`src/rx_err_pkg.sv`:
```
// Shared constants for the receive error status block: register map,
// flag positions, reset values and bus response codes.
// Assumes a 32-bit AXI4-Lite register bus with byte addresses.
package rx_err_pkg;

    // Register byte offsets
    localparam logic [7:0] STATUS_OFS    = 8'h00;
    localparam logic [7:0] IRQ_EN_OFS    = 8'h04;
    localparam logic [7:0] CTRL_OFS      = 8'h08;
    localparam logic [7:0] FRAME_LEN_OFS = 8'h0c;
    localparam logic [7:0] BUFFER_OFS    = 8'h10;

    // Status and enable bit positions
    localparam int OVERRUN_BIT    = 0;
    localparam int EARLY_SYNC_BIT = 1;
    localparam int CLOCK_FAIL_BIT = 2;
    localparam int DMA_ERR_BIT    = 7;
    localparam int ANY_ERR_BIT    = 8;
    localparam int ENABLE_BIT     = 0;

    // Sticky flags that software may clear and enable
    localparam logic [31:0] FLAG_MASK = 32'h0000_0087;

    // Widths
    localparam int WORD_BITS      = 32;
    localparam int FRAME_LEN_BITS = 9;
    localparam int FILL_BITS      = 5;

    // Reset values
    localparam logic [31:0] STATUS_RESET    = 32'h0000_0000;
    localparam logic [31:0] IRQ_EN_RESET    = 32'h0000_0000;
    localparam logic        ENABLE_RESET    = 1'b0;
    localparam logic [8:0]  FRAME_LEN_RESET = 9'h040;

    // Bus responses
    localparam logic [1:0] RESP_OKAY   = 2'h0;
    localparam logic [1:0] RESP_SLVERR = 2'h2;

endpackage

```
`src/rx_link_if.sv`:
```
// Carrier for the sampled receive link between the pin sampler and
// the deserializer; all signals are on aclk.
`timescale 1ns/100ps
interface rx_link_if;
    logic bit_strobe;   // One-cycle pulse per rising link clock edge
    logic sync_bit;     // Frame sync level at that edge
    logic data_bit;     // Serial data level at that edge

    modport sampler (output bit_strobe, output sync_bit, output data_bit);
    modport deser   (input bit_strobe, input sync_bit, input data_bit);
endinterface

```
`src/link_sampler.sv`:
```
// Brings the receive link pins into the aclk domain and finds the
// rising edges of the link clock.
// Assumes the link clock runs well below half the aclk rate.
`timescale 1ns/100ps
module link_sampler (
    // Clock, reset, enable
    input  wire logic   aclk,
    input  wire logic   aresetn,
    input  wire logic   ce,
    // Link pins, asynchronous to aclk
    input  wire logic   rx_link_clk,
    input  wire logic   rx_frame_sync,
    input  wire logic   rx_data_pin,
    // Sampled link
    rx_link_if.sampler  link
);

    typedef struct packed {
        logic [1:0] clk_sync;
        logic [1:0] fs_sync;
        logic [1:0] dat_sync;
        logic       clk_last;
    } sampler_s;

    sampler_s r;
    sampler_s next_r;

    // Two-stage synchronisers; bit 0 is read only by bit 1
    always_comb
    begin
        next_r          = r;
        next_r.clk_sync = {r.clk_sync[0], rx_link_clk};
        next_r.fs_sync  = {r.fs_sync[0], rx_frame_sync};
        next_r.dat_sync = {r.dat_sync[0], rx_data_pin};
        next_r.clk_last = r.clk_sync[1];
    end

    always_ff @(posedge aclk)
    begin
        if (!aresetn)
            r <= '0;
        else if (ce)
            r <= next_r;
    end

    // Data and sync are taken at the link clock's rising edge
    assign link.bit_strobe = ce & r.clk_sync[1] & ~r.clk_last;
    assign link.sync_bit   = r.fs_sync[1];
    assign link.data_bit   = r.dat_sync[1];

endmodule

```
`src/rx_deserializer.sv`:
```
// Receive shift register and frame timing: assembles 32-bit words and
// flags a frame sync that arrives before the frame length has run out.
// Assumes the sampled link from link_sampler on the same clock.
`timescale 1ns/100ps
module rx_deserializer (
    // Clock, reset, enable
    input  wire logic        aclk,
    input  wire logic        aresetn,
    input  wire logic        ce,
    // Configuration
    input  wire logic        enable,
    input  wire logic [8:0]  frame_len,
    // Sampled link
    rx_link_if.deser         link,
    // Results
    output logic             word_valid,
    output logic [31:0]      word,
    output logic             early_sync
);

    typedef struct packed {
        logic        in_frame;
        logic [8:0]  bit_cnt;
        logic [4:0]  fill;
        logic [31:0] rx_shift_reg;
        logic [31:0] word;
        logic        word_valid;
        logic        early;
    } deser_s;

    deser_s r;
    deser_s next_r;

    // Frame tracking and word assembly on each rising link clock edge
    always_comb
    begin
        logic [31:0] shifted;
        shifted           = {r.rx_shift_reg[30:0], link.data_bit};
        next_r            = r;
        next_r.word_valid = 1'b0;
        next_r.early      = 1'b0;
        if (!enable)
        begin
            next_r.in_frame = 1'b0;
            next_r.bit_cnt  = '0;
            next_r.fill     = '0;
        end
        else if (link.bit_strobe)
        begin
            if (link.sync_bit)
            begin
                // A sync before the last bit of the frame is early
                if (r.in_frame && (r.bit_cnt < frame_len - 9'h001))
                    next_r.early = 1'b1;
                next_r.in_frame     = 1'b1;
                next_r.bit_cnt      = '0;
                next_r.fill         = 5'h01;
                next_r.rx_shift_reg = shifted;
            end
            else if (r.in_frame)
            begin
                // Saturate so a missing sync cannot wrap the count
                if (r.bit_cnt != 9'h1ff)
                    next_r.bit_cnt = r.bit_cnt + 9'h001;
                next_r.fill         = r.fill + 5'h01;
                next_r.rx_shift_reg = shifted;
                if (r.fill == 5'h1f)
                begin
                    next_r.word       = shifted;
                    next_r.word_valid = 1'b1;
                end
            end
        end
    end

    always_ff @(posedge aclk)
    begin
        if (!aresetn)
            r <= '0;
        else if (ce)
            r <= next_r;
    end

    assign word_valid = r.word_valid;
    assign word       = r.word;
    assign early_sync = r.early;

endmodule

```
`src/rx_error_status_flags.sv`:
```
// Receive error status block: sticky error flags, interrupt enables,
// receive buffer and an AXI4-Lite slave for software access.
// Assumes clock-fail and DMA-error events are one-cycle pulses on aclk.
//
// Chosen here: the address map and the AXI4-Lite register port.
`timescale 1ns/100ps
module rx_error_status_flags (
    // Clock, reset, enable
    input  wire logic        aclk,
    input  wire logic        aresetn,
    input  wire logic        ce,
    // AXI4-Lite write address
    input  wire logic [7:0]  awaddr,
    input  wire logic        awvalid,
    output logic             awready,
    // AXI4-Lite write data
    input  wire logic [31:0] wdata,
    input  wire logic [3:0]  wstrb,
    input  wire logic        wvalid,
    output logic             wready,
    // AXI4-Lite write response
    output logic [1:0]       bresp,
    output logic             bvalid,
    input  wire logic        bready,
    // AXI4-Lite read address
    input  wire logic [7:0]  araddr,
    input  wire logic        arvalid,
    output logic             arready,
    // AXI4-Lite read data
    output logic [31:0]      rdata,
    output logic [1:0]       rresp,
    output logic             rvalid,
    input  wire logic        rready,
    // Receive link pins
    input  wire logic        rx_link_clk,
    input  wire logic        rx_frame_sync,
    input  wire logic        rx_data_pin,
    // Error events from neighbouring logic on aclk
    input  wire logic        clock_fail_event,
    input  wire logic        dma_error_event,
    // Interrupt
    output logic             rx_interrupt
);

    typedef struct packed {
        logic [31:0] rx_status_reg;
        logic [31:0] rx_irq_enable_reg;
        logic        enable;
        logic [8:0]  frame_len;
        logic [31:0] rx_buffer;
        logic        buf_full;
        logic        aw_held;
        logic [7:0]  aw_addr;
        logic        w_held;
        logic [31:0] w_data;
        logic [3:0]  w_strb;
        logic        bvalid;
        logic [1:0]  bresp;
        logic        rvalid;
        logic [1:0]  rresp;
        logic [31:0] rdata;
    } regs_s;

    localparam regs_s REGS_RESET = '{
        rx_status_reg:     rx_err_pkg::STATUS_RESET,
        rx_irq_enable_reg: rx_err_pkg::IRQ_EN_RESET,
        enable:            rx_err_pkg::ENABLE_RESET,
        frame_len:         rx_err_pkg::FRAME_LEN_RESET,
        default:           '0
    };

    regs_s r;
    regs_s next_r;

    rx_link_if link ();

    logic        word_valid;
    logic [31:0] word;
    logic        early_sync;

    // Merge written bytes into an old value under the byte strobes
    function automatic logic [31:0] apply_strb(input logic [31:0] old_val,
                                               input logic [31:0] new_val,
                                               input logic [3:0]  strb);
        logic [31:0] res;
        res = old_val;
        for (int i = 0; i < 4; i++)
            if (strb[i])
                res[i*8 +: 8] = new_val[i*8 +: 8];
        return res;
    endfunction

    // True for any byte address that holds a register
    function automatic logic is_mapped(input logic [7:0] addr);
        return (addr == rx_err_pkg::STATUS_OFS) || (addr == rx_err_pkg::IRQ_EN_OFS) ||
               (addr == rx_err_pkg::CTRL_OFS) || (addr == rx_err_pkg::FRAME_LEN_OFS) ||
               (addr == rx_err_pkg::BUFFER_OFS);
    endfunction

    link_sampler u_sampler (
        .aclk          (aclk),
        .aresetn       (aresetn),
        .ce            (ce),
        .rx_link_clk   (rx_link_clk),
        .rx_frame_sync (rx_frame_sync),
        .rx_data_pin   (rx_data_pin),
        .link          (link.sampler)
    );

    rx_deserializer u_deser (
        .aclk       (aclk),
        .aresetn    (aresetn),
        .ce         (ce),
        .enable     (r.enable),
        .frame_len  (r.frame_len),
        .link       (link.deser),
        .word_valid (word_valid),
        .word       (word),
        .early_sync (early_sync)
    );

    // Readies drop while frozen so no handshake is lost
    assign awready = ce & ~r.aw_held & ~r.bvalid;
    assign wready  = ce & ~r.w_held & ~r.bvalid;
    assign arready = ce & ~r.rvalid;

    // Register state update
    always_comb
    begin
        logic [31:0] events;
        logic [31:0] clear;
        logic [31:0] wr_val;
        logic        buf_read;
        logic        do_write;
        logic        any_err;
        next_r   = r;
        events   = '0;
        clear    = '0;
        wr_val   = '0;
        buf_read = 1'b0;
        do_write = r.aw_held & r.w_held & ~r.bvalid;
        any_err  = |(r.rx_status_reg & rx_err_pkg::FLAG_MASK);

        // Read channel; a buffer read empties the buffer
        if (arvalid && arready)
        begin
            next_r.rvalid = 1'b1;
            next_r.rresp  = is_mapped(araddr) ? rx_err_pkg::RESP_OKAY : rx_err_pkg::RESP_SLVERR;
            next_r.rdata  = '0;
            unique case (araddr)
                rx_err_pkg::STATUS_OFS:
                begin
                    next_r.rdata = r.rx_status_reg & rx_err_pkg::FLAG_MASK;
                    next_r.rdata[rx_err_pkg::ANY_ERR_BIT] = any_err;
                end
                rx_err_pkg::IRQ_EN_OFS:
                    next_r.rdata = r.rx_irq_enable_reg;
                rx_err_pkg::CTRL_OFS:
                    next_r.rdata[rx_err_pkg::ENABLE_BIT] = r.enable;
                rx_err_pkg::FRAME_LEN_OFS:
                    next_r.rdata[8:0] = r.frame_len;
                rx_err_pkg::BUFFER_OFS:
                begin
                    next_r.rdata = r.rx_buffer;
                    buf_read     = 1'b1;
                end
                default:
                    next_r.rdata = '0;
            endcase
        end
        else if (r.rvalid && rready)
            next_r.rvalid = 1'b0;

        // Write address and data may arrive in either order
        if (awvalid && awready)
        begin
            next_r.aw_held = 1'b1;
            next_r.aw_addr = awaddr;
        end
        if (wvalid && wready)
        begin
            next_r.w_held = 1'b1;
            next_r.w_data = wdata;
            next_r.w_strb = wstrb;
        end

        // Perform the write once both halves are held
        if (do_write)
        begin
            next_r.aw_held = 1'b0;
            next_r.w_held  = 1'b0;
            next_r.bvalid  = 1'b1;
            next_r.bresp   = rx_err_pkg::RESP_OKAY;
            unique case (r.aw_addr)
                rx_err_pkg::STATUS_OFS:
                    clear = apply_strb('0, r.w_data, r.w_strb) & rx_err_pkg::FLAG_MASK;
                rx_err_pkg::IRQ_EN_OFS:
                    next_r.rx_irq_enable_reg = apply_strb(r.rx_irq_enable_reg, r.w_data, r.w_strb)
                                               & rx_err_pkg::FLAG_MASK;
                rx_err_pkg::CTRL_OFS:
                begin
                    wr_val        = apply_strb({31'h0, r.enable}, r.w_data, r.w_strb);
                    next_r.enable = wr_val[rx_err_pkg::ENABLE_BIT];
                end
                rx_err_pkg::FRAME_LEN_OFS:
                begin
                    wr_val           = apply_strb({23'h0, r.frame_len}, r.w_data, r.w_strb);
                    next_r.frame_len = wr_val[8:0];
                end
                default:
                    next_r.bresp = rx_err_pkg::RESP_SLVERR; // Buffer is read-only
            endcase
        end
        else if (r.bvalid && bready)
            next_r.bvalid = 1'b0;

        // Receive buffer: a new word overwrites, so the newest data wins
        if (word_valid)
        begin
            next_r.rx_buffer = word;
            next_r.buf_full  = 1'b1;
        end
        else if (buf_read)
            next_r.buf_full = 1'b0;

        // Error events
        events[rx_err_pkg::OVERRUN_BIT]    = word_valid & r.buf_full & ~buf_read;
        events[rx_err_pkg::EARLY_SYNC_BIT] = early_sync;
        events[rx_err_pkg::CLOCK_FAIL_BIT] = clock_fail_event;
        events[rx_err_pkg::DMA_ERR_BIT]    = dma_error_event;

        // Sticky flags; a set in the clearing cycle survives
        next_r.rx_status_reg = (r.rx_status_reg & ~clear) | events;
    end

    always_ff @(posedge aclk)
    begin
        if (!aresetn)
            r <= REGS_RESET;
        else if (ce)
            r <= next_r;
    end

    // Level interrupt straight from the flag and enable registers
    assign rx_interrupt = |(r.rx_status_reg & r.rx_irq_enable_reg & rx_err_pkg::FLAG_MASK);

    // Bus outputs come from flip-flops
    assign bvalid = r.bvalid;
    assign bresp  = r.bresp;
    assign rvalid = r.rvalid;
    assign rresp  = r.rresp;
    assign rdata  = r.rdata;

endmodule

```
`config.mk`:
```
export PLATFORM = sky130hd
export DESIGN_NAME = rx_error_status_flags
export DESIGN_NICKNAME = d
export VERILOG_FILES = /design/src/rx_err_pkg.sv /design/src/rx_link_if.sv /design/src/link_sampler.sv /design/src/rx_deserializer.sv /design/src/rx_error_status_flags.sv
export SDC_FILE = /design/constraint.sdc
export NUM_CORES = 1
export LEC_CHECK = 0
export BUFFER_PORTS_ARGS = -buffer_cell sky130_fd_sc_hd__buf_4
export CAP_MARGIN = 15
export CORE_UTILIZATION = 50
export CTS_CLUSTER_DIAMETER = 100
export DETAILED_ROUTE_END_ITERATION = 8
export PLACE_DENSITY = 0.71
export SLEW_MARGIN = 40
export SYNTH_ARGS = -nofsm -noshare
export SYNTH_HDL_FRONTEND = slang
export SYNTH_SLANG_ARGS = --single-unit
```
`constraint.sdc`:
```
create_clock -name aclk -period 2.2 [get_ports aclk]
set_input_delay 0.11 -clock aclk [delete_from_list [all_inputs] [get_ports aclk]]
set_output_delay 0.11 -clock aclk [all_outputs]
set_load 0.05 [all_outputs]
```
==> results.md <==
- Outcome: complete, no violations
- Number of setup buffers added after CTS: 0
- 1st-iter DRT viols: 396
- Synth-to-Final Area Change: 17.1%
- Multi-input combinational cell area: 3580 um^2
- P per Cell Area: 729 nW/um^2
- Minimum clock period: between 2 and 2.5 ns
- Hold Crit Depth: 3
- Ys Warns: 0
- Bufs and invs on worst path: 2
- Die X: around 130 um
- CP max stage cell: dfxtp_1
- Reg area: slightly below 4000 um^2
- WHS: 0.0324 ns
- Clock transition at path regs: about 0.070 ns
- Primary FF master, synth: dfxtp_1
- Worst Setup End Kind: flop
- CP Max Fanout: 6
- RePlAce Congestion: 0.826
- Compound-Gate Fraction of Synth Area: 0.139
- Routed WL per cell: 14.6 um
- Post-Place Cell Area: 8530 um^2
- Total Wirelength: between 15 and 20 mm
- WP data required: between 2 and 3 ns
- Asr flop ratio synth: 0
- Final Max Slew Viols: 0
- Vias per std cell: approximately 5.2
- GR peak layer: met2
- Leading post-synthesis cells by instance count: 198 x nand2_1, 195 x dfxtp_1, 118 x a21oi_1
- Core Area: ~15000 um^2
- Drt first pass iters: 4
- Initial antenna violation count: 0
- Final ANT Viol Nets: 0
- Setup_tns: 0 ns
- Hold/Removal Path Class: primary input to flop
- Critical path launch point type: flop
- R2R setup slack: 0.12 ns
- Most instantiated library cell after synthesis: nand2_1
- Synth Area in Adders: 0.0203
- Vias in the first global route: around 5800
- Die ar.: 16500 um^2
- Post-Synth Simple-Gate Area: 0.204
- Seq cells post-synth: 195
- Dominant cells by area after synthesis: dfxtp_1 49%, nand2_1 9.3%, a21oi_1 7.4%
- Met1 Resource Use GR: 0.312
- ANT cells: 0
- Worst path max stage delay: 0.37 ns
- Synth Cell Area: roughly 8000 um^2
- Largest net degree at the start of global routing: 83
- Syn_area_per_cell: 8.57 um^2
- Final Hold Vio Count: 0
- Starting Density: 0.519
- TritonCTS Sinks: 195
- Final setup violation count: 0
- CTS tree: built
- Worst-margin pin slew: approximately 0.55 ns
- Area leader, netlist: dfxtp_1
- Worst path top cell family by delay: adder cells
- Fill cell total of the finished layout: between 1000 and 1500
- Max-cap viol count: 0
- Seq/Total Area, Yosys: 0.487
- Post-route cell area: ~9400 um^2
- Final period util: 0.943
- Levels on crit path: 8
- Power, Total: 6.84 mW
- Detailed placement HPWL: approximately 12 mm
- Later-pin clock latency in the skew report: 0.43 ns
- Row count: 45
- Met3 usage: 0.0470
- Chip Height: between 100 and 150 um
- FMAX: 482 MHz
- Ports: 107
- Gr usage total: 0.226
- Largest family of logic cells by synthesized area: simple AND/OR/NAND/NOR gates
- CTS H-Tree Depth: 4
- DRC Markers: 0
- Vias after detailed routing: 6319
- Root buf cell: clkbuf_16
- Nets: 1064
- Share of cells above drive strength 1: 0.146
- Inserted Clock Buffers: 17
- Syn Inst Count: 935
- Pleak: 3.51 nW
- Critical Path, Cell by Cell: inv_1, ha_1, inv_1, nor4_2, xnor2_1, ha_1, a2111oi_2, a31o_2
- Clock skew: 0.00788 ns
- Max clock buf depth: 2
- Post-Synth XOR/XNOR Area: 0.00765
- Unrepaired setup endpoints after global routing: false
- Synth unique cells: 53
- Maximum VDD drop: approximately 600 uV
- Mux cell area share after synthesis: 0.0712
- Grt met2 use: 0.359
- Worst path arrival time: about 2.5 ns
- Grt ovf: 0
- Yosys top cell area share: 0.487
- PortBufs: 79
- Relative slew margins: 0.628
- Crit Path Class: flop to flop
- Post-synth EDFFs: 0
- Reg2Reg Depth: 8
- First-pass GRT wire length: 29.4 mm
sequential cells by signal (all words and copies together), names as in the netlist, 4 cells and up:
name / count
r: 72
u_deser.r: 46
rdata: 32
u_deser.word: 32
u_sampler.next_r: 4
layer usage:
| layer | share of wire | wire (um) |
|---|---|---|
| met2 | 0.46 | 8140 |
| met1 | 0.49 | 8690 |
| met5 | 0 | 0 |
| met4 | 0.0074 | 130 |
| met3 | 0.041 | 717 |
report_power, final:
part           switching, mW  internal (mW)  total, mW
Sequential            0.0312           3.56       3.59
Combinational          0.212          0.145      0.357
Clock                   1.41           1.48       2.89
Total                   1.66           5.18       6.84
cell families (layout without fill, tap and decap cells):
| group | Yosys count | in the layout |
|---|---|---|
| buf+inv | 103 | 166 |
| simple gates | 370 | 370 |
| mux | 57 | 57 |
| fa+ha+maj | 13 | 13 |
| compound gates | 189 | 189 |
| flops | 195 | 195 |
| xor+xnor | 7 | 7 |
| other cells | 1 | 2 |
final timing paths:
check	end	start
worst min-delay path	rresp[1]$_SDFFE_PN0P_	araddr[1]
worst max register to register	u_deser.early_sync$_SDFFE_PN0P_	r[117]$_SDFFE_PN0P_
worst max-delay path	u_deser.early_sync$_SDFFE_PN0P_	r[117]$_SDFFE_PN0P_
worst min register to register	r[85]$_SDFFE_PN0P_	u_deser.word[0]$_SDFFE_PN0P_
worst register-to-register path: stages (launching register included):
cell and delay, ns:
dfxtp_1 0.37, inv_1 0.08, ha_1 0.21, inv_1 0.09, nor4_2 0.25, xnor2_1 0.12, ha_1 0.35, a2111oi_2 0.36
a31o_2 0.19
final cells by class:
class / count / area share
tap: 211 / 0.0281
multi-input combinational: 638 / 0.382
sequential: 195 / 0.416
inverter: 9 / 0.00387
timing repair buffer: 125 / 0.112
clock buffer: 18 / 0.0458
clock inverter: 14 / 0.0125
repair_timing:
item / in CTS / in global routing
endpoints found under the setup margin: 1 / 1
gates resized for setup: 1 / 3
hold buffers: 27 / 0
hold endpoints to repair: 27 / 0
through the flow:
stage / utilization / instances / setup slack, ns
after floorplan: - / 936 / 0.236
after global placement: 0.553 / 1150 / 0.149
after global routing: 0.608 / 1210 / 0.00107
after CTS: 0.606 / 1209 / 0.0147
after detailed placement: 0.553 / 1150 / 0.0610
final: 0.608 / 1210 / 0.125
cell usage in the layout, fill, tap and decap left out, drive strengths merged, types with 7 or more instances in the layout:
| cell type | n |
|---|---|
| nand3 | 10 |
| mux2i | 57 |
| nand2 | 198 |
| nand2b | 7 |
| dfxtp | 195 |
| inv | 16 |
| buf | 98 |
| dlygate4sd3 | 27 |
| a21oi | 118 |
| nor2 | 99 |
| ha | 13 |
| o21ai | 21 |
| clkbuf | 18 |
| a22oi | 29 |
| or3 | 7 |
Note: power is estimated with default switching activity, not from simulation.
